===== config.mk =====
export PLATFORM = sky130hd
export DESIGN_NAME = csb_unit
export DESIGN_NICKNAME = d
export VERILOG_FILES = /design/src/logic/csb_pkg.sv /design/src/logic/csb_cmp_if.sv /design/src/logic/csb_cmp_unit.sv /design/src/logic/csb_unit.sv
export VERILOG_INCLUDE_DIRS = /design/src /design/src/logic
export SDC_FILE = /design/constraint.sdc
export NUM_CORES = 1
export LEC_CHECK = 0
export ABC_AREA = 0
export ABC_CLOCK_PERIOD_IN_PS = 8550
export BUFFER_PORTS_ARGS = -buffer_cell sky130_fd_sc_hd__clkbuf_2
export CAP_MARGIN = 20
export CORE_ASPECT_RATIO = 1.2
export CORE_UTILIZATION = 30
export CTS_CLUSTER_SIZE = 16
export DETAILED_ROUTE_END_ITERATION = 8
export GPL_TIMING_DRIVEN = 0
export PLACE_DENSITY_LB_ADDON = 0.1
export SYNTH_ARGS = -nofsm -noshare
export SYNTH_HDL_FRONTEND = slang
export SYNTH_SLANG_ARGS = --single-unit

===== constraint.sdc =====
create_clock -name clk_i -period 8.55 [get_ports clk_i]
set_input_delay 1.71 -clock clk_i [delete_from_list [all_inputs] [get_ports clk_i]]
set_output_delay 1.71 -clock clk_i [all_outputs]
set_load 0.005 [all_outputs]

===== src/logic/csb_cfg.svh =====
`ifndef CSB_CFG_SVH
`define CSB_CFG_SVH

// widths
`define CSB_PC_W 16
`define CSB_OFS_W 7
`define CSB_DATA_W 8
`define CSB_BIT_W 3

// status flag positions
`define CSB_FLAG_C 0
`define CSB_FLAG_Z 1
`define CSB_FLAG_N 2
`define CSB_FLAG_V 3
`define CSB_FLAG_S 4
`define CSB_FLAG_H 5

// reset values
`define CSB_PC_RST 16'h0000
`define CSB_FLAGS_RST 8'h00

// program counter steps
`define CSB_PC_STEP 16'h0001
`define CSB_SKIP_ONE 16'h0002
`define CSB_SKIP_TWO 16'h0003

// wait cycles after the first cycle
`define CSB_WAIT_BRANCH 2'h1
`define CSB_WAIT_SKIP_ONE 2'h1
`define CSB_WAIT_SKIP_TWO 2'h2

`endif


===== src/logic/csb_pkg.sv =====
package csb_pkg;

    typedef enum logic [3:0] {
        OP_OTHER = 4'h0,
        OP_COMPARE_SKIP_EQUAL = 4'h1,
        OP_COMPARE_IMMEDIATE = 4'h2,
        OP_SKIP_REG_BIT_CLEAR = 4'h3,
        OP_SKIP_IO_BIT_SET = 4'h4,
        OP_SKIP_IO_BIT_CLEAR = 4'h5,
        OP_BRANCH_FLAG_SET = 4'h6,
        OP_BRANCH_FLAG_CLEAR = 4'h7,
        OP_BRANCH_CARRY_CLEAR = 4'h8,
        OP_BRANCH_SIGNED_GE = 4'h9,
        OP_BRANCH_SIGNED_LT = 4'ha
    } csb_op_t;

    typedef enum logic [1:0] {
        ST_READY = 2'b01,
        ST_WAIT = 2'b10
    } csb_state_t;

    typedef struct packed {
        logic z;
        logic n;
        logic v;
        logic c;
        logic h;
    } csb_cmp_flags_t;

endpackage


===== src/logic/csb_cmp_if.sv =====
`timescale 1ns/10ps
`include "csb_cfg.svh"

interface csb_cmp_if;
    logic [`CSB_DATA_W-1:0] lhs;
    logic [`CSB_DATA_W-1:0] rhs;
    csb_pkg::csb_cmp_flags_t res;

    modport requester (output lhs, output rhs, input res);
    modport unit (input lhs, input rhs, output res);
endinterface


===== src/logic/csb_cmp_unit.sv =====
`timescale 1ns/10ps
`include "csb_cfg.svh"

module csb_cmp_unit (
    // operands and flags
    csb_cmp_if.unit cmp
);
    logic [`CSB_DATA_W-1:0] diff;
    logic a7;
    logic b7;
    logic r7;
    logic a3;
    logic b3;
    logic r3;

    // subtract only, the difference is never stored
    always_comb begin
        diff = cmp.lhs - cmp.rhs;
        a7 = cmp.lhs[`CSB_DATA_W-1];
        b7 = cmp.rhs[`CSB_DATA_W-1];
        r7 = diff[`CSB_DATA_W-1];
        a3 = cmp.lhs[3];
        b3 = cmp.rhs[3];
        r3 = diff[3];
        cmp.res.z = (diff == '0);
        cmp.res.n = r7;
        cmp.res.v = (a7 & ~b7 & ~r7) | (~a7 & b7 & r7);
        cmp.res.c = (~a7 & b7) | (b7 & r7) | (r7 & ~a7);
        cmp.res.h = (~a3 & b3) | (b3 & r3) | (r3 & ~a3);
    end
endmodule // csb_cmp_unit


===== src/logic/csb_unit.sv =====
`timescale 1ns/10ps
`include "csb_cfg.svh"

module csb_unit (
    // clock and reset
    input wire logic clk_i,
    input wire logic rst_i,
    // decoded instruction
    input wire logic instr_valid_i,
    input wire csb_pkg::csb_op_t op_i,
    input wire logic [`CSB_DATA_W-1:0] reg_d_i,
    input wire logic [`CSB_DATA_W-1:0] reg_r_i,
    input wire logic [`CSB_DATA_W-1:0] imm_i,
    input wire logic [`CSB_BIT_W-1:0] bit_sel_i,
    input wire logic [`CSB_DATA_W-1:0] io_val_i,
    input wire logic [`CSB_OFS_W-1:0] offset_i,
    input wire logic next_two_word_i,
    // flag write from other units
    input wire logic flag_wr_i,
    input wire logic [`CSB_DATA_W-1:0] flag_data_i,
    // status
    output logic ready_o,
    output logic done_o,
    output logic [`CSB_PC_W-1:0] pc_o,
    output logic [`CSB_DATA_W-1:0] flags_o
);
    csb_pkg::csb_state_t state;
    logic [1:0] wait_cnt;
    logic [`CSB_PC_W-1:0] pc_target;
    logic accept;
    logic next_take;
    logic next_skip;
    logic is_branch;
    logic sel_flag;
    logic signed_lt;
    logic [1:0] next_wait;
    logic [`CSB_PC_W-1:0] next_pc;
    logic [`CSB_PC_W-1:0] br_target;

    csb_cmp_if cmp_bus ();

    csb_cmp_unit u_cmp (
        .cmp(cmp_bus)
    );

    assign cmp_bus.lhs = reg_d_i;
    assign cmp_bus.rhs = imm_i;
    assign accept = instr_valid_i && ready_o;

    // decide skip or branch at the first cycle
    always_comb begin
        sel_flag = flags_o[bit_sel_i];
        signed_lt = flags_o[`CSB_FLAG_N] ^ flags_o[`CSB_FLAG_V];
        br_target = pc_o + {{(`CSB_PC_W-`CSB_OFS_W){offset_i[`CSB_OFS_W-1]}}, offset_i}
            + `CSB_PC_STEP;
        next_take = 1'b0;
        next_skip = 1'b0;
        is_branch = 1'b0;
        case (op_i)
            csb_pkg::OP_COMPARE_SKIP_EQUAL: next_skip = (reg_d_i == reg_r_i);
            csb_pkg::OP_SKIP_REG_BIT_CLEAR: next_skip = ~reg_r_i[bit_sel_i];
            csb_pkg::OP_SKIP_IO_BIT_SET: next_skip = io_val_i[bit_sel_i];
            csb_pkg::OP_SKIP_IO_BIT_CLEAR: next_skip = ~io_val_i[bit_sel_i];
            csb_pkg::OP_BRANCH_FLAG_SET: begin
                is_branch = 1'b1;
                next_take = sel_flag;
            end
            csb_pkg::OP_BRANCH_FLAG_CLEAR: begin
                is_branch = 1'b1;
                next_take = ~sel_flag;
            end
            csb_pkg::OP_BRANCH_CARRY_CLEAR: begin
                is_branch = 1'b1;
                next_take = ~flags_o[`CSB_FLAG_C];
            end
            csb_pkg::OP_BRANCH_SIGNED_GE: begin
                is_branch = 1'b1;
                next_take = ~signed_lt;
            end
            csb_pkg::OP_BRANCH_SIGNED_LT: begin
                is_branch = 1'b1;
                next_take = signed_lt;
            end
            default: begin
                next_take = 1'b0;
                next_skip = 1'b0;
            end
        endcase
        // a skip steps over one or two words, one extra cycle each
        if (next_skip) begin
            next_pc = next_two_word_i ? pc_o + `CSB_SKIP_TWO : pc_o + `CSB_SKIP_ONE;
            next_wait = next_two_word_i ? `CSB_WAIT_SKIP_TWO : `CSB_WAIT_SKIP_ONE;
        end else if (next_take) begin
            next_pc = br_target;
            next_wait = `CSB_WAIT_BRANCH;
        end else begin
            next_pc = pc_o + `CSB_PC_STEP;
            next_wait = 2'h0;
        end
    end

    // sequencing: pc moves only on the last cycle of the instruction
    always_ff @(posedge clk_i) begin
        if (rst_i) begin
            state <= csb_pkg::ST_READY;
            wait_cnt <= 2'h0;
            pc_target <= `CSB_PC_RST;
            pc_o <= `CSB_PC_RST;
            ready_o <= 1'b1;
            done_o <= 1'b0;
        end else begin
            case (state)
                csb_pkg::ST_READY: begin
                    done_o <= 1'b0;
                    if (accept) begin
                        if (next_wait == 2'h0) begin
                            pc_o <= next_pc;
                            done_o <= 1'b1;
                        end else begin
                            pc_target <= next_pc;
                            wait_cnt <= next_wait;
                            ready_o <= 1'b0;
                            state <= csb_pkg::ST_WAIT;
                        end
                    end
                end
                csb_pkg::ST_WAIT: begin
                    wait_cnt <= wait_cnt - 2'h1;
                    if (wait_cnt == 2'h1) begin
                        pc_o <= pc_target;
                        done_o <= 1'b1;
                        ready_o <= 1'b1;
                        state <= csb_pkg::ST_READY;
                    end
                end
                default: begin
                    state <= csb_pkg::ST_READY;
                    ready_o <= 1'b1;
                    done_o <= 1'b0;
                end
            endcase
        end
    end

    // flags: compare wins over an outside write in the same cycle
    always_ff @(posedge clk_i) begin
        if (rst_i) begin
            flags_o <= `CSB_FLAGS_RST;
        end else if (accept && op_i == csb_pkg::OP_COMPARE_IMMEDIATE) begin
            flags_o[`CSB_FLAG_Z] <= cmp_bus.res.z;
            flags_o[`CSB_FLAG_N] <= cmp_bus.res.n;
            flags_o[`CSB_FLAG_V] <= cmp_bus.res.v;
            flags_o[`CSB_FLAG_C] <= cmp_bus.res.c;
            flags_o[`CSB_FLAG_H] <= cmp_bus.res.h;
        end else if (flag_wr_i) begin
            flags_o <= flag_data_i;
        end
    end

    logic acc_br;
    logic acc_skip;
    logic [`CSB_PC_W-1:0] exp_skip;
    assign acc_br = accept && is_branch;
    assign acc_skip = accept && next_skip;
    assign exp_skip = next_two_word_i ? pc_o + `CSB_SKIP_TWO : pc_o + `CSB_SKIP_ONE;
endmodule // csb_unit


=== Word-level counts from Yosys, hierarchy flattened ===
Cells that the tools add are included.

* Bits in registers: 46
* Output and inout bits: 26
* Input port bits: 59
* Logic and storage cells: 106

* Add/subtract/negate cells: 7
* $lt $le $gt $ge: 1
* Eq/ne operators: 18
* Bitwise logic cells: 26
* Muxes and demuxes: 35
* Reduce and logical (&&, ||, !) cells: 11

{| class="wikitable"
|+ Operators with widths
! kind !! count
|-
| 16-bit 2-to-1 mux || 6
|-
| 16-bit by 1-bit adder with 16-bit output (second input constant) || 2
|-
| 16-bit by 2-bit adder with 16-bit output (second input constant) || 2
|-
| 16-bit case mux with 2 select lines || 1
|-
| 16-bit adder || 1
|-
| 4-bit by 3-bit equality test with 1-bit output (second input constant) || 4
|-
| 2-bit 2-to-1 mux || 7
|-
| 4-bit equality test (second input constant) || 3
|-
| 1-bit inverter || 11
|-
| 1-bit 2-to-1 mux || 10
|-
| 1-bit AND || 9
|-
| 1-bit binary-select mux with 3-bit select || 3
|-
| 3-bit AND reduction || 3
|-
| 4-bit by 2-bit equality test with 1-bit output (second input constant) || 2
|-
| 8-bit equality test || 1
|-
| 8-bit zero test || 1
|-
| 2-bit inequality test (second input constant) || 4
|-
| 2-bit case mux with 2 select lines || 2
|-
| 8-bit subtractor || 1
|-
| 6-bit 2-to-1 mux || 1
|-
| 1-bit OR || 5
|-
| 1-bit case mux with 5 select lines || 1
|-
| 2-bit by 1-bit equality test with 1-bit output (second input constant) || 2
|-
| 4-bit by 1-bit equality test with 1-bit output (second input constant) || 1
|-
| other kinds (12) || 15
|}

=== Logic depth before layout (Yosys ltp) ===
Gate-level depths: netlist (run 1).

* Depth after elaboration: 10
* Depth in mapped cells: 15
* Depth with buffers taken out: 15

=== By module ===
From an unflattened synthesis (run 1), not the netlist that was laid out.

* Cell total of the unflattened synthesis: 542
* Area, all modules: 4260.3 µm²

{| class="wikitable"
|+ Modules (own cells, without submodules)
! module !! times used !! cells an instance !! area an instance (µm²) !! seq. area each (µm²)
|-
| csb_unit || 1 || 489 || 3832.4 || 900.9
|-
| csb_cmp_unit || 1 || 53 || 427.9 || 0.0
|}

=== Worst setup path before layout (run 1) ===
Ideal clock, no wire load.

* Path type: in2reg
* Start point: input imm_i[1]
* End point: register flags_o[1]
* Path slack: 4218 ps
* Stages: 14
* Data required time: 8485 ps
* Path buffers: 0
* Arrival: 4267 ps
* Library setup time: 65 ps
* Cells stage by stage: inv_1 ha_1 a21o_1 a21o_1 a21o_1 a21oi_1 nor2b_1 o21ai_0 nand2b_1 fa_1 nor4b_1 nand4_1 o32a_1 nor2_1

* Cells in the longest elaborated chain, start to end: 3

{| class="wikitable"
|+ Ends and longest elaborated chain
! element !! RTL line !! RTL
|-
| start: declaration || csb_unit.sv:13 || <nowiki>input wire logic [`CSB_DATA_W-1:0] imm_i,</nowiki>
|-
| 8-bit subtractor || csb_cmp_unit.sv:18 || <nowiki>diff = cmp.lhs - cmp.rhs;</nowiki>
|-
| 8-bit zero test || csb_cmp_unit.sv:25 || <nowiki>cmp.res.z = (diff == '0);</nowiki>
|-
| 4-bit 2-to-1 mux || csb_unit.sv:149 || <nowiki>end else if (accept && op_i == csb_pkg::OP_COMPARE_IMMEDIATE) begin</nowiki>
|-
| end signal: assignment || csb_unit.sv:148 || <nowiki>flags_o <= `CSB_FLAGS_RST;</nowiki>
|-
| end signal: indexed assignment || csb_unit.sv:150 || <nowiki>flags_o[`CSB_FLAG_Z] <= cmp_bus.res.z;</nowiki>
|-
| end signal: indexed assignment || csb_unit.sv:151 || <nowiki>flags_o[`CSB_FLAG_N] <= cmp_bus.res.n;</nowiki>
|-
| end: declaration || csb_unit.sv:25 || <nowiki>output logic [`CSB_DATA_W-1:0] flags_o</nowiki>
|}

No other way between the ends.
A chain may end at the register's enable or synchronous reset.

=== Worst setup path after layout (run 1) ===
* Start point: input bit_sel_i[1]
* End point: register pc_target[5]

* Cells in the longest elaborated chain, start to end: 9
* Elaborated cells between the ends (all ways): 18
* Classes of those cells: mux: 12; bitwise: 4; reduce/logical: 2

{| class="wikitable"
|+ Ends and longest elaborated chain
! element !! RTL line !! RTL
|-
| start: declaration || csb_unit.sv:14 || <nowiki>input wire logic [`CSB_BIT_W-1:0] bit_sel_i,</nowiki>
|-
| 1-bit binary-select mux with 3-bit select || csb_unit.sv:52 || <nowiki>sel_flag = flags_o[bit_sel_i];</nowiki>
|-
| 1-bit 2-to-1 mux (not written as such) || csb_unit.sv:52 ||
|-
| 1-bit inverter || csb_unit.sv:70 || <nowiki>next_take = ~sel_flag;</nowiki>
|-
| 1-bit case mux with 5 select lines || csb_unit.sv:59 || <nowiki>case (op_i)</nowiki>
|-
| 1-bit 2-to-1 mux || csb_unit.sv:93 || <nowiki>end else if (next_take) begin</nowiki>
|-
| 2-bit 2-to-1 mux || csb_unit.sv:90 || <nowiki>if (next_skip) begin</nowiki>
|-
| 2-bit zero test || csb_unit.sv:116 || <nowiki>if (next_wait == 2'h0) begin</nowiki>
|-
| 1-bit inverter (no line) || n/a ||
|-
| 3-bit AND reduction (no line) || n/a ||
|-
| end signal: assignment || csb_unit.sv:107 || <nowiki>pc_target <= `CSB_PC_RST;</nowiki>
|-
| end signal: assignment || csb_unit.sv:120 || <nowiki>pc_target <= next_pc;</nowiki>
|-
| end: declaration || csb_unit.sv:29 || <nowiki>logic [`CSB_PC_W-1:0] pc_target;</nowiki>
|}

Parallel ways exist; a longest one is shown, timed or not. The select of a mux whose other input is x is not followed.

==> flow_summary.yaml, run 1 <==
setup_path:
  cp_common_cell: "buf_2"
  worst_path_largest_cell_delay_ns: 0.62
  worstPathRequired_ns: 8.77
  crit_path_end_kind: "flip-flop"
  worst_setup_path_start_kind: "input port"
  cpMaxStageDelayCell: "o21ai_0"
  crit_fanout: 10
  rrSetupSlack_ns: 5.29
  arrival_ns: 4.69
  crit_path_cell_trace: "buf_6, mux4_1, mux2i_1, xnor2_1, a32o_2, o21ai_0, buf_2, buf_2, nand2_1, a21oi_1"
  crit_type: "input port to flip-flop"
timing:
  post-route-period-util_pct: 52.25
  finalMaxSlewViolations: 0
  tightestPinTransition_ns: 0.7680
  clock.fmax_ghz: 0.2238
  tns_ns: 0
  final-setup-viol-count: 0
  rsz0062_at_grt: "false"
  fin_skew_ns: 0.007965
  whs_ns: 0.4573
  final_hold_viol_count: 0
  min_period_ns: 4.468
  timing.final.ws_setup_ns: 4.082
  maxSlewHeadroom_pct: 48.80
routing:
  drt_iter0_drc: 275
  drt_wl_total_um: 14950
  ant_nets: 0
  remaining_drc_errors: 15
  vias: 4531
  via_per_inst: 5.532
  wl_per_cell_um: 18.26
  drtPass1Iterations: 7
cells_and_area:
  drive_gt1_share_pct: 17.90
  final_area_mm2: 0.005120
  diodes: 0
  nFillCells: 1505
  final_util_pct: 36.74
  nNetsFinal: 742
  finalNonFillerCells: 819
  area_growth_pct: 18.51
global_routing:
  grt_usage_pct: 20.28
  antenna_found_initial: 0
  grt_max_degree: 15
  overflow: 0
  grt_pass1_wl_um: 23400
  grt_pass1_vias: 4424
clock_network:
  cts_made_buffers: 5
  cts.sink_count: 45
  cts.repair.resized: 0
  cts_tree: "done"
  root_buffer: "clkbuf_16"
  clockBufferDepth: 2
  clk_latency_ns: 0.30
  htree_levels: 2
  clk_pin_slew_ns: 0.07
  cts-hold-fix-buffers: 0
  postCtsSetupRepairBufs: 0
yosys:
  synth-edff-count: 0
  yosys_warnings: 0
  yosysUniqueCellTypes: 67
  ys_seq_area_share_pct: 20.85
  syn_area_per_cell_um2: 7.701
  synth_seq_cells: 45
  synth_fp_nets: 656
  async_flop_share_pct: 0
  syn_inst: 561
  synth_area_mm2: 0.004320
  synth_ff_type: "dfxtp_1"
placed_design:
  gp_congestion: 0.8378
  hpwl_um: 11460
  portBuffers: 79
  dpl_cell_area_mm2: 0.004930
  pre_cts_ws_ns: 3.758
  dpl.cell_count: 811
die:
  die_h_um: 133.5
  core_mm2: 0.01394
  die_area_mm2: 0.01489
  std_cell_rows: 47
  ios: 85
  die_width_um: 111.6
  start_util_pct: 31.00
run:
  drv_cap: 0
status:
  status: "finished with violations"
  failed_checks: "design-rule violations"
power_and_ir_drop:
  p_leak_nw: 2.220
  finalPower_uw: 842.8
  p_per_area_mw_per_mm2: 164.6
  ir_worst_vdd_mv: 0.07235
min_path:
  worstHoldPathType: "flip-flop to flip-flop"
cells by family after synthesis:
group | share of synthesized area (%)
xor gates and xnor gates | 6.284
muxes | 7.153
adders and majority gates | 11.12
buffers and inverters | 6.284
DFF | 20.85
and+or+nand+nor | 21.98
AOI/OAI and AO/OA | 26.33
worst paths after layout:
kind                                    start            end  cells after the start
worst max-delay path             bit_sel_i[1]   pc_target[5]                     10
worst min-delay path            pc_target[14]  pc_target[14]                      2
worst max register to register     flags_o[2]   pc_target[5]                      9
worst min register to register  pc_target[14]  pc_target[14]                      2
flip-flops by register name, indices dropped and copies added (netlist names):
name	cells
pc_o	16
pc_target	16
flags_o	8
state	2
wait_cnt	2
done_o	1
cell usage in the layout, fill, tap and decap left out, types with 3 or more instances in the layout:
| cell type | synthesis | final |
|---|---|---|
| a211oi_1 | 18 | 18 |
| a21boi_0 | 3 | 3 |
| a21o_1 | 8 | 8 |
| a21oi_1 | 54 | 54 |
| a221o_1 | 3 | 3 |
| a2bb2oi_1 | 3 | 3 |
| a31oi_1 | 14 | 14 |
| and3_1 | 5 | 5 |
| buf_2 | 13 | 13 |
| buf_6 | 3 | 3 |
| clkbuf_1 | 19 | 19 |
| clkbuf_16 | 0 | 5 |
| clkbuf_2 | 0 | 79 |
| dfxtp_1 | 45 | 45 |
| fa_1 | 4 | 4 |
| ha_1 | 32 | 32 |
| inv_1 | 25 | 25 |
| mux2i_1 | 14 | 14 |
| mux4_1 | 6 | 6 |
| nand2_1 | 55 | 55 |
| nand2b_1 | 4 | 4 |
| nand3_1 | 26 | 26 |
| nand4_1 | 9 | 9 |
| nor2_1 | 43 | 43 |
| nor2b_1 | 8 | 8 |
| nor3_1 | 11 | 11 |
| o211ai_1 | 6 | 6 |
| o21a_1 | 6 | 6 |
| o21ai_0 | 31 | 31 |
| o31ai_1 | 4 | 4 |
| or3_1 | 12 | 12 |
| xnor2_1 | 15 | 15 |
| xor2_1 | 16 | 16 |
cells in the mapped netlist (13+ instances only):
master	instances	area (um2)
o21ai_0	31	155.2
mux2i_1	14	140.1
nand3_1	26	130.1
ha_1	32	400.4
a21oi_1	54	270.3
clkbuf_1	19	71.32
xor2_1	16	140.1
nand2_1	55	206.5
buf_2	13	65.06
a31oi_1	14	87.58
nor2_1	43	161.4
a211oi_1	18	135.1
dfxtp_1	45	900.9
xnor2_1	15	131.4
inv_1	25	93.84
layer usage:
metal / vias to the layer above / part of all wire [%] / GRT usage (%)
li1: 2232 / - / -
met5: - / 0 / 0
met4: 0 / 2.9 / 8.033
met1: 2125 / 43 / 24.08
met3: 26 / 5.2 / 2.639
met2: 148 / 49 / 36.81
critical path: cells and delay by family:
kind | cells | cell delay, ns
buf+inv | 3 | 0.82
xor+xnor | 1 | 0.14
simple gates | 1 | 0.10
compound gates | 3 | 1.12
mux | 2 | 0.79
where the power goes:
part / internal (mW) / leakage, nW / switching [mW] / total, mW
sequential: 0.230 / 0.368 / 0.0281 / 0.258
clock: 0.167 / 0.0938 / 0.0933 / 0.261
combinational: 0.139 / 1.76 / 0.185 / 0.324
layout make-up:
type	instances	area (um2)	share of cell area, %
Sequential cell	45	900.9	17.60
Clock buffer	5	125.1	2.444
Clock inverter	3	65.06	1.271
Tap cell	171	214.0	4.179
Timing Repair Buffer	79	395.4	7.722
Multi-Input combinational cell	455	3148	61.49
Buffer	36	177.7	3.470
Inverter	25	93.84	1.833
No activity file was read; power rests on OpenSTA's default activity.
==> run 2: changes to the inputs <==
--- a/config.mk
+++ b/config.mk
@@ -6,8 +6,8 @@
 export SDC_FILE = /design/constraint.sdc
 export NUM_CORES = 1
 export LEC_CHECK = 0
-export ABC_AREA = 0
-export ABC_CLOCK_PERIOD_IN_PS = 8550
+export ABC_AREA = 1
+export ABC_CLOCK_PERIOD_IN_PS = 4350
 export BUFFER_PORTS_ARGS = -buffer_cell sky130_fd_sc_hd__clkbuf_2
 export CAP_MARGIN = 20
 export CORE_ASPECT_RATIO = 1.2
==> constraint.sdc (replaced) <==
create_clock -name clk_i -period 4.35 [get_ports clk_i]
set_input_delay 0.87 -clock clk_i [delete_from_list [all_inputs] [get_ports clk_i]]
set_output_delay 0.87 -clock clk_i [all_outputs]
set_load 0.005 [all_outputs]
==> run 2 against run 1 <==
The run now ends clean. Final cell count rose by 48%. Utilization fell by 1.0 points. Routed wire length is 14% higher. Via count up 26%. Worst hold slack better by 0.0083 ns. Count of clock-buffer cells in the layout unchanged. Clock skew is 0.0028 ns lower. Area after synthesis up 19%. Critical endpoint is now flags_o[1]. Highest routed layer unchanged.
==> flow_summary.yaml, run 2 <==
cells_and_area:
  reg.largest.list: "pc_o: 16 flops, pc_target: 16 flops, flags_o: 8 flops"
  most-common-layout-cells: "nand2_1, inv_1, nor2_1"
  seq_area_um2: 900.9
  layout_commonest_cell: "nand2_1"
  nFillCells: 1998
  diodes: 0
  area_growth_pct: 16.80
  multiInputGateArea_mm2: 0.003573
  final_util_pct: 35.71
  nNetsFinal: 1089
  drive_gt1_share_pct: 13.07
placed_design:
  hpwl_um: 14180
  portBuffers: 84
  gp_congestion: 0.8506
  pre_cts_ws_ns: 0.9742
setup_path:
  cpMaxStageDelayCell: "fa_1"
  reg2reg_to: "pc_o[12]"
  cp_num_buf_inv: 1
  crit_path_cell_trace: "clkbuf_2, ha_1, nand3_1, nand2_1, a21oi_1, o21bai_1, a21oi_1, o21bai_1, fa_1, nor4_1, nand4_1, nor2_1, a31oi_1, nor2_1"
  crit_fanout: 4
  crit_type: "input port to flip-flop"
  crit_path_end_kind: "flip-flop"
  worst_setup_path_start_kind: "input port"
  r2r_cells: 15
  rrSetupSlack_ns: 1.76
  path_delay_family: "simple AND/OR/NAND/NOR gates"
  arrival_ns: 3.31
  worst_path_largest_cell_delay_ns: 0.50
  worstPathRequired_ns: 4.58
  worst_r2r_startpoint: "pc_o[0]"
routing:
  drt_iter0_drc: 196
  drt_wl_total_um: 17050
  drtPass1Iterations: 4
  ant_nets: 0
  vias: 5688
  wl_per_cell_um: 14.08
  remaining_drc_errors: 0
  via_per_inst: 4.697
yosys:
  synth_top_area_share_pct: 22.75
  synth_area_mm2: 0.005132
  synth_ff_type: "dfxtp_1"
  yosysMostFrequentCell: "nand2_1"
  synth_top_cells_by_count: "nand2_1, inv_1, nor2_1"
  ys_seq_area_share_pct: 17.55
  synth_fp_nets: 998
  syn_inst: 903
  yosys_warnings: 0
  synth-edff-count: 0
  synthTopCellsByArea: "nand2_1, dfxtp_1, inv_1, nand3_1, ha_1"
  async_flop_share_pct: 0
  syn_area_per_cell_um2: 5.684
  yosysUniqueCellTypes: 37
  synth_seq_cells: 45
  yosysTopAreaCell: "nand2_1"
min_path:
  holdPathStages: 2
  hp-start: "done_o"
  worstHoldPathType: "flip-flop to flip-flop"
  min_to: "done_o"
run:
  drv_cap: 0
die:
  std_cell_rows: 52
  die_h_um: 145.3
  core_mm2: 0.01679
  start_util_pct: 30.58
  die_area_mm2: 0.01764
  die_width_um: 121.4
  ios: 85
clock_network:
  clockBufferDepth: 2
  clk_latency_ns: 0.30
  cts.sink_count: 45
  postCtsSetupRepairBufs: 0
  cts_tree: "done"
  root_buffer: "clkbuf_16"
  htree_levels: 2
  cts_made_buffers: 5
  cts.repair.resized: 0
  cts-hold-fix-buffers: 0
  clk_pin_slew_ns: 0.07
timing:
  min_period_ns: 3.078
  clock.fmax_ghz: 0.3249
  final_hold_viol_count: 0
  tns_ns: 0
  tightestPinTransition_ns: 0.5821
  maxSlewHeadroom_pct: 61.19
  final-setup-viol-count: 0
  fin_skew_ns: 0.005175
  post-route-period-util_pct: 70.75
  timing.final.ws_setup_ns: 1.272
  rsz0062_at_grt: "false"
  finalMaxSlewViolations: 0
global_routing:
  grt_pass1_wl_um: 27440
  antenna_found_initial: 0
  grt_pass1_vias: 5482
  grt_usage_pct: 19.86
  overflow: 0
  grt_max_degree: 16
power_and_ir_drop:
  ir_worst_vdd_mv: 0.1772
  p_per_area_mw_per_mm2: 507.6
  p_leak_nw: 3.256
status:
  status: "finished clean"
==> run 2: cell count changes after synthesis, sizes merged, moves of 14 or more <==
cell / change
nand2: +265
inv: +111
nand3: +67
nor2: +57
nand4: +21
a211oi: -18
mux2i: -14
==> run 2: worst max-delay path by stage <==
stage,start,slack (ns),to,depth (start not counted)
6_report,reg_d_i[2],1.27,flags_o[1],14
5_1_grt,reg_d_i[2],1.01,flags_o[1],14
4_1_cts,reg_d_i[2],1.26,flags_o[1],14
3_5_place_dp,reg_d_i[2],0.97,flags_o[1],14
3_3_place_gp,reg_d_i[2],0.95,flags_o[1],14
2_1_floorplan,imm_i[2],1.34,flags_o[1],14
==> run 2: cell type report <==
type / count / share of cell area, %
repair buffers: 84 / 7.013
clock buffers: 5 / 2.087
well taps: 216 / 4.508
plain buffers: 22 / 2.400
multi-input cells: 699 / 59.61
flip-flops and latches: 45 / 15.03
inverters: 137 / 8.579
clock inverters: 3 / 0.7723
==> run 2: kinds of logic after synthesis <==
kind of cell / count (synthesis) / share of synthesized area (%)
xor+xnor: 25 / 4.266
mux: 1 / 0.2194
flops: 45 / 17.55
compound gates: 79 / 8.289
fa+ha+maj: 36 / 9.361
buf+inv: 159 / 12.82
simple gates: 558 / 47.49
==> run 2: stage by stage <==
step                hold WS [ns]  instance area, um2  cells  power (mW)
floorplan                 0.4439                5132    903       2.004
global placement          0.4590                5823   1203       2.629
detailed placement        0.4581                5823   1203       2.621
CTS                       0.4702                5995   1211       3.088
global route              0.4963                5995   1211       3.351
finish                    0.4656                5995   1211       3.043
==> run 2: power by group <==
part / leakage, nW / total [mW] / internal, mW / switching [mW]
combinational: 2.81 / 1.84 / 0.678 / 1.17
sequential: 0.370 / 0.747 / 0.529 / 0.217
clock: 0.0800 / 0.452 / 0.272 / 0.180
==> run 2: worst min-delay path, cell delays in order, from the launching register on <==
cell and delay, ns:
dfxtp_1 0.31, nand2_1 0.06, a21oi_1 0.05
==> run 2: metal layers <==
metal	GRT usage [%]	wire length, um	up-vias
li1	-	-	3039
met1	24.76	7592	2519
met2	35.31	8483	110
met3	2.241	619	20
met4	5.556	356	0
met5	0	0	-
==> run 3: changes to the inputs <==
--- a/config.mk
+++ b/config.mk
@@ -6,8 +6,8 @@
 export SDC_FILE = /design/constraint.sdc
 export NUM_CORES = 1
 export LEC_CHECK = 0
-export ABC_AREA = 1
-export ABC_CLOCK_PERIOD_IN_PS = 4350
+export ABC_AREA = 0
+export ABC_CLOCK_PERIOD_IN_PS = 2900
 export BUFFER_PORTS_ARGS = -buffer_cell sky130_fd_sc_hd__clkbuf_2
 export CAP_MARGIN = 20
 export CORE_ASPECT_RATIO = 1.2
==> constraint.sdc (replaced) <==
create_clock -name clk_i -period 2.9 [get_ports clk_i]
set_input_delay 0.58 -clock clk_i [delete_from_list [all_inputs] [get_ports clk_i]]
set_output_delay 0.58 -clock clk_i [all_outputs]
set_load 0.005 [all_outputs]
==> run 3 against run 2 <==
The run now ends with design-rule violations, negative setup slack left. Highest routed layer unchanged. Global-route usage up 0.61 points. Clock skew up 0.0037 ns. Worst hold slack worse by 0.010 ns. Setup slack worse by 1.3 ns. Utilization up 3.0 points. Largest cell class unchanged. Critical path depth up 1. Total power down 22%.
==> flow_summary.yaml, run 3 (synthesis results as in run 1) <==
timing:
  min_period_ns: 2.962
  rsz0062_at_grt: "true"
  fin_skew_ns: 0.008888
  tns_ns: -0.06248
  final_hold_viol_count: 0
  clock.fmax_ghz: 0.3376
  maxSlewHeadroom_pct: 50.60
  post-route-period-util_pct: 102.2
  tightestPinTransition_ns: 0.7409
  finalMaxSlewViolations: 0
  final-setup-viol-count: 1
  timing.final.ws_setup_ns: -0.06248
clock_network:
  root_buffer: "clkbuf_16"
  clk_pin_slew_ns: 0.07
  cts.sink_count: 45
  cts_tree: "done"
  htree_levels: 2
  clk_latency_ns: 0.30
  clockBufferDepth: 2
  cts_made_buffers: 5
  cts-hold-fix-buffers: 0
cells_and_area:
  drive_gt1_share_pct: 23.82
  reg.largest.list: "pc_o: 16 flops, pc_target: 16 flops, flags_o: 8 flops"
  diodes: 0
  layout_commonest_cell: "clkbuf_2"
  most-common-layout-cells: "clkbuf_2, nand2_1, a21oi_1"
  finalNonFillerCells: 830
  nNetsFinal: 753
  final_util_pct: 38.74
  area_growth_pct: 24.96
setup_path:
  worst_setup_path_start_kind: "input port"
  worst_path_largest_cell_delay_ns: 0.51
  crit_type: "input port to flip-flop"
  cpMaxStageDelayCell: "fa_2"
  cp_common_cell: "a21o_1"
  crit_fanout: 2
  crit_path_cell_trace: "clkbuf_16, inv_12, ha_4, a21o_1, a21o_1, a21o_1, a21oi_2, nor2b_1, o21ai_1, nand2b_1, fa_2, nor4b_2, nand4_1, o32a_1, nor2_1"
  crit_path_end_kind: "flip-flop"
  worstPathRequired_ns: 3.12
  arrival_ns: 3.19
routing:
  via_per_inst: 5.529
  ant_nets: 0
  drt_iter0_drc: 274
  remaining_drc_errors: 14
  drt_wl_total_um: 15290
  drtPass1Iterations: 9
  vias: 4589
  wl_per_cell_um: 18.42
power_and_ir_drop:
  finalPower_mw: 2.383
  p_per_area_mw_per_mm2: 441.4
  ir_worst_vdd_mv: 0.1993
  p_leak_nw: 2.278
global_routing:
  grt_usage_pct: 20.47
  grt_pass1_wl_um: 23670
  overflow: 0
  antenna_found_initial: 0
  grt_pass1_vias: 4453
  grt_max_degree: 14
die:
  ios: 85
  die_width_um: 111.6
  die_h_um: 133.5
  start_util_pct: 31.00
  std_cell_rows: 47
  die_area_mm2: 0.01489
  core_mm2: 0.01394
run:
  drv_cap: 0
placed_design:
  dpl.cell_count: 811
  hpwl_um: 11490
  gp_congestion: 0.8754
  portBuffers: 79
min_path:
  worstHoldPathType: "flip-flop to flip-flop"
status:
  failed_checks: "design-rule violations, negative setup slack"
  status: "finished with violations"
## run 3: metal layers
layer | track usage (%) | vias to the layer above | wire [um]
met1 | 24.16 | 2162 | 6558
met2 | 37.33 | 152 | 7604
li1 | - | 2253 | -
met5 | 0 | - | 0
met4 | 7.282 | 0 | 338
met3 | 3.185 | 22 | 783
## run 3: final timing paths
path | start | end | slack (ns) | depth (start not counted)
max | imm_i[1] | flags_o[1] | -0.06 | 15
min | pc_target[1] | pc_target[1] | 0.46 | 2
max reg2reg | pc_o[0] | pc_o[6] | 0.15 | 11
min reg2reg | pc_target[1] | pc_target[1] | 0.46 | 2
## run 3: power breakdown
part | internal, mW | switching, mW | leakage (nW) | total [mW]
Combinational | 0.463 | 0.583 | 1.84 | 1.05
Sequential | 0.679 | 0.0842 | 0.369 | 0.763
Clock | 0.317 | 0.257 | 0.0706 | 0.574
Total | 1.46 | 0.924 | 2.28 | 2.38
## run 3: through the flow
stage / hold slack (ns) / setup slack (ns) / cell area, um2
after floorplan: 0.4317 / -0.1002 / 4380
after global placement: 0.4409 / -0.6628 / 4990
after detailed placement: 0.4458 / -0.7845 / 4990
after CTS: 0.4551 / -0.09756 / 5233
after global routing: 0.4698 / -0.2517 / 5399
final: 0.4554 / -0.06248 / 5399
## run 3: critical path: cells and delay by family
family | cells | cell delay, ns
AOI/OAI and AO/OA | 6 | 1.06
buffers and inverters | 2 | 0.17
adders and majority gates | 2 | 0.69
and+or+nand+nor | 5 | 0.68
## run 3: cell type report
type / instances / area [um2]
Buffer: 35 / 221.5
Multi-Input combinational cell: 455 / 3308
Tap cell: 171 / 214.0
Clock buffer: 6 / 128.9
Clock inverter: 2 / 10.01
Fill cell: 1474 / 8538
Timing Repair Buffer: 91 / 508.0
Sequential cell: 45 / 902.1
Inverter: 25 / 106.4
## run 3: what timing repair did
item,in CTS,in global routing
gates resized for setup,19,28
buffers inserted,4,8
setup endpoints to repair,34,31
pin swaps,7,5
cloned,0,0
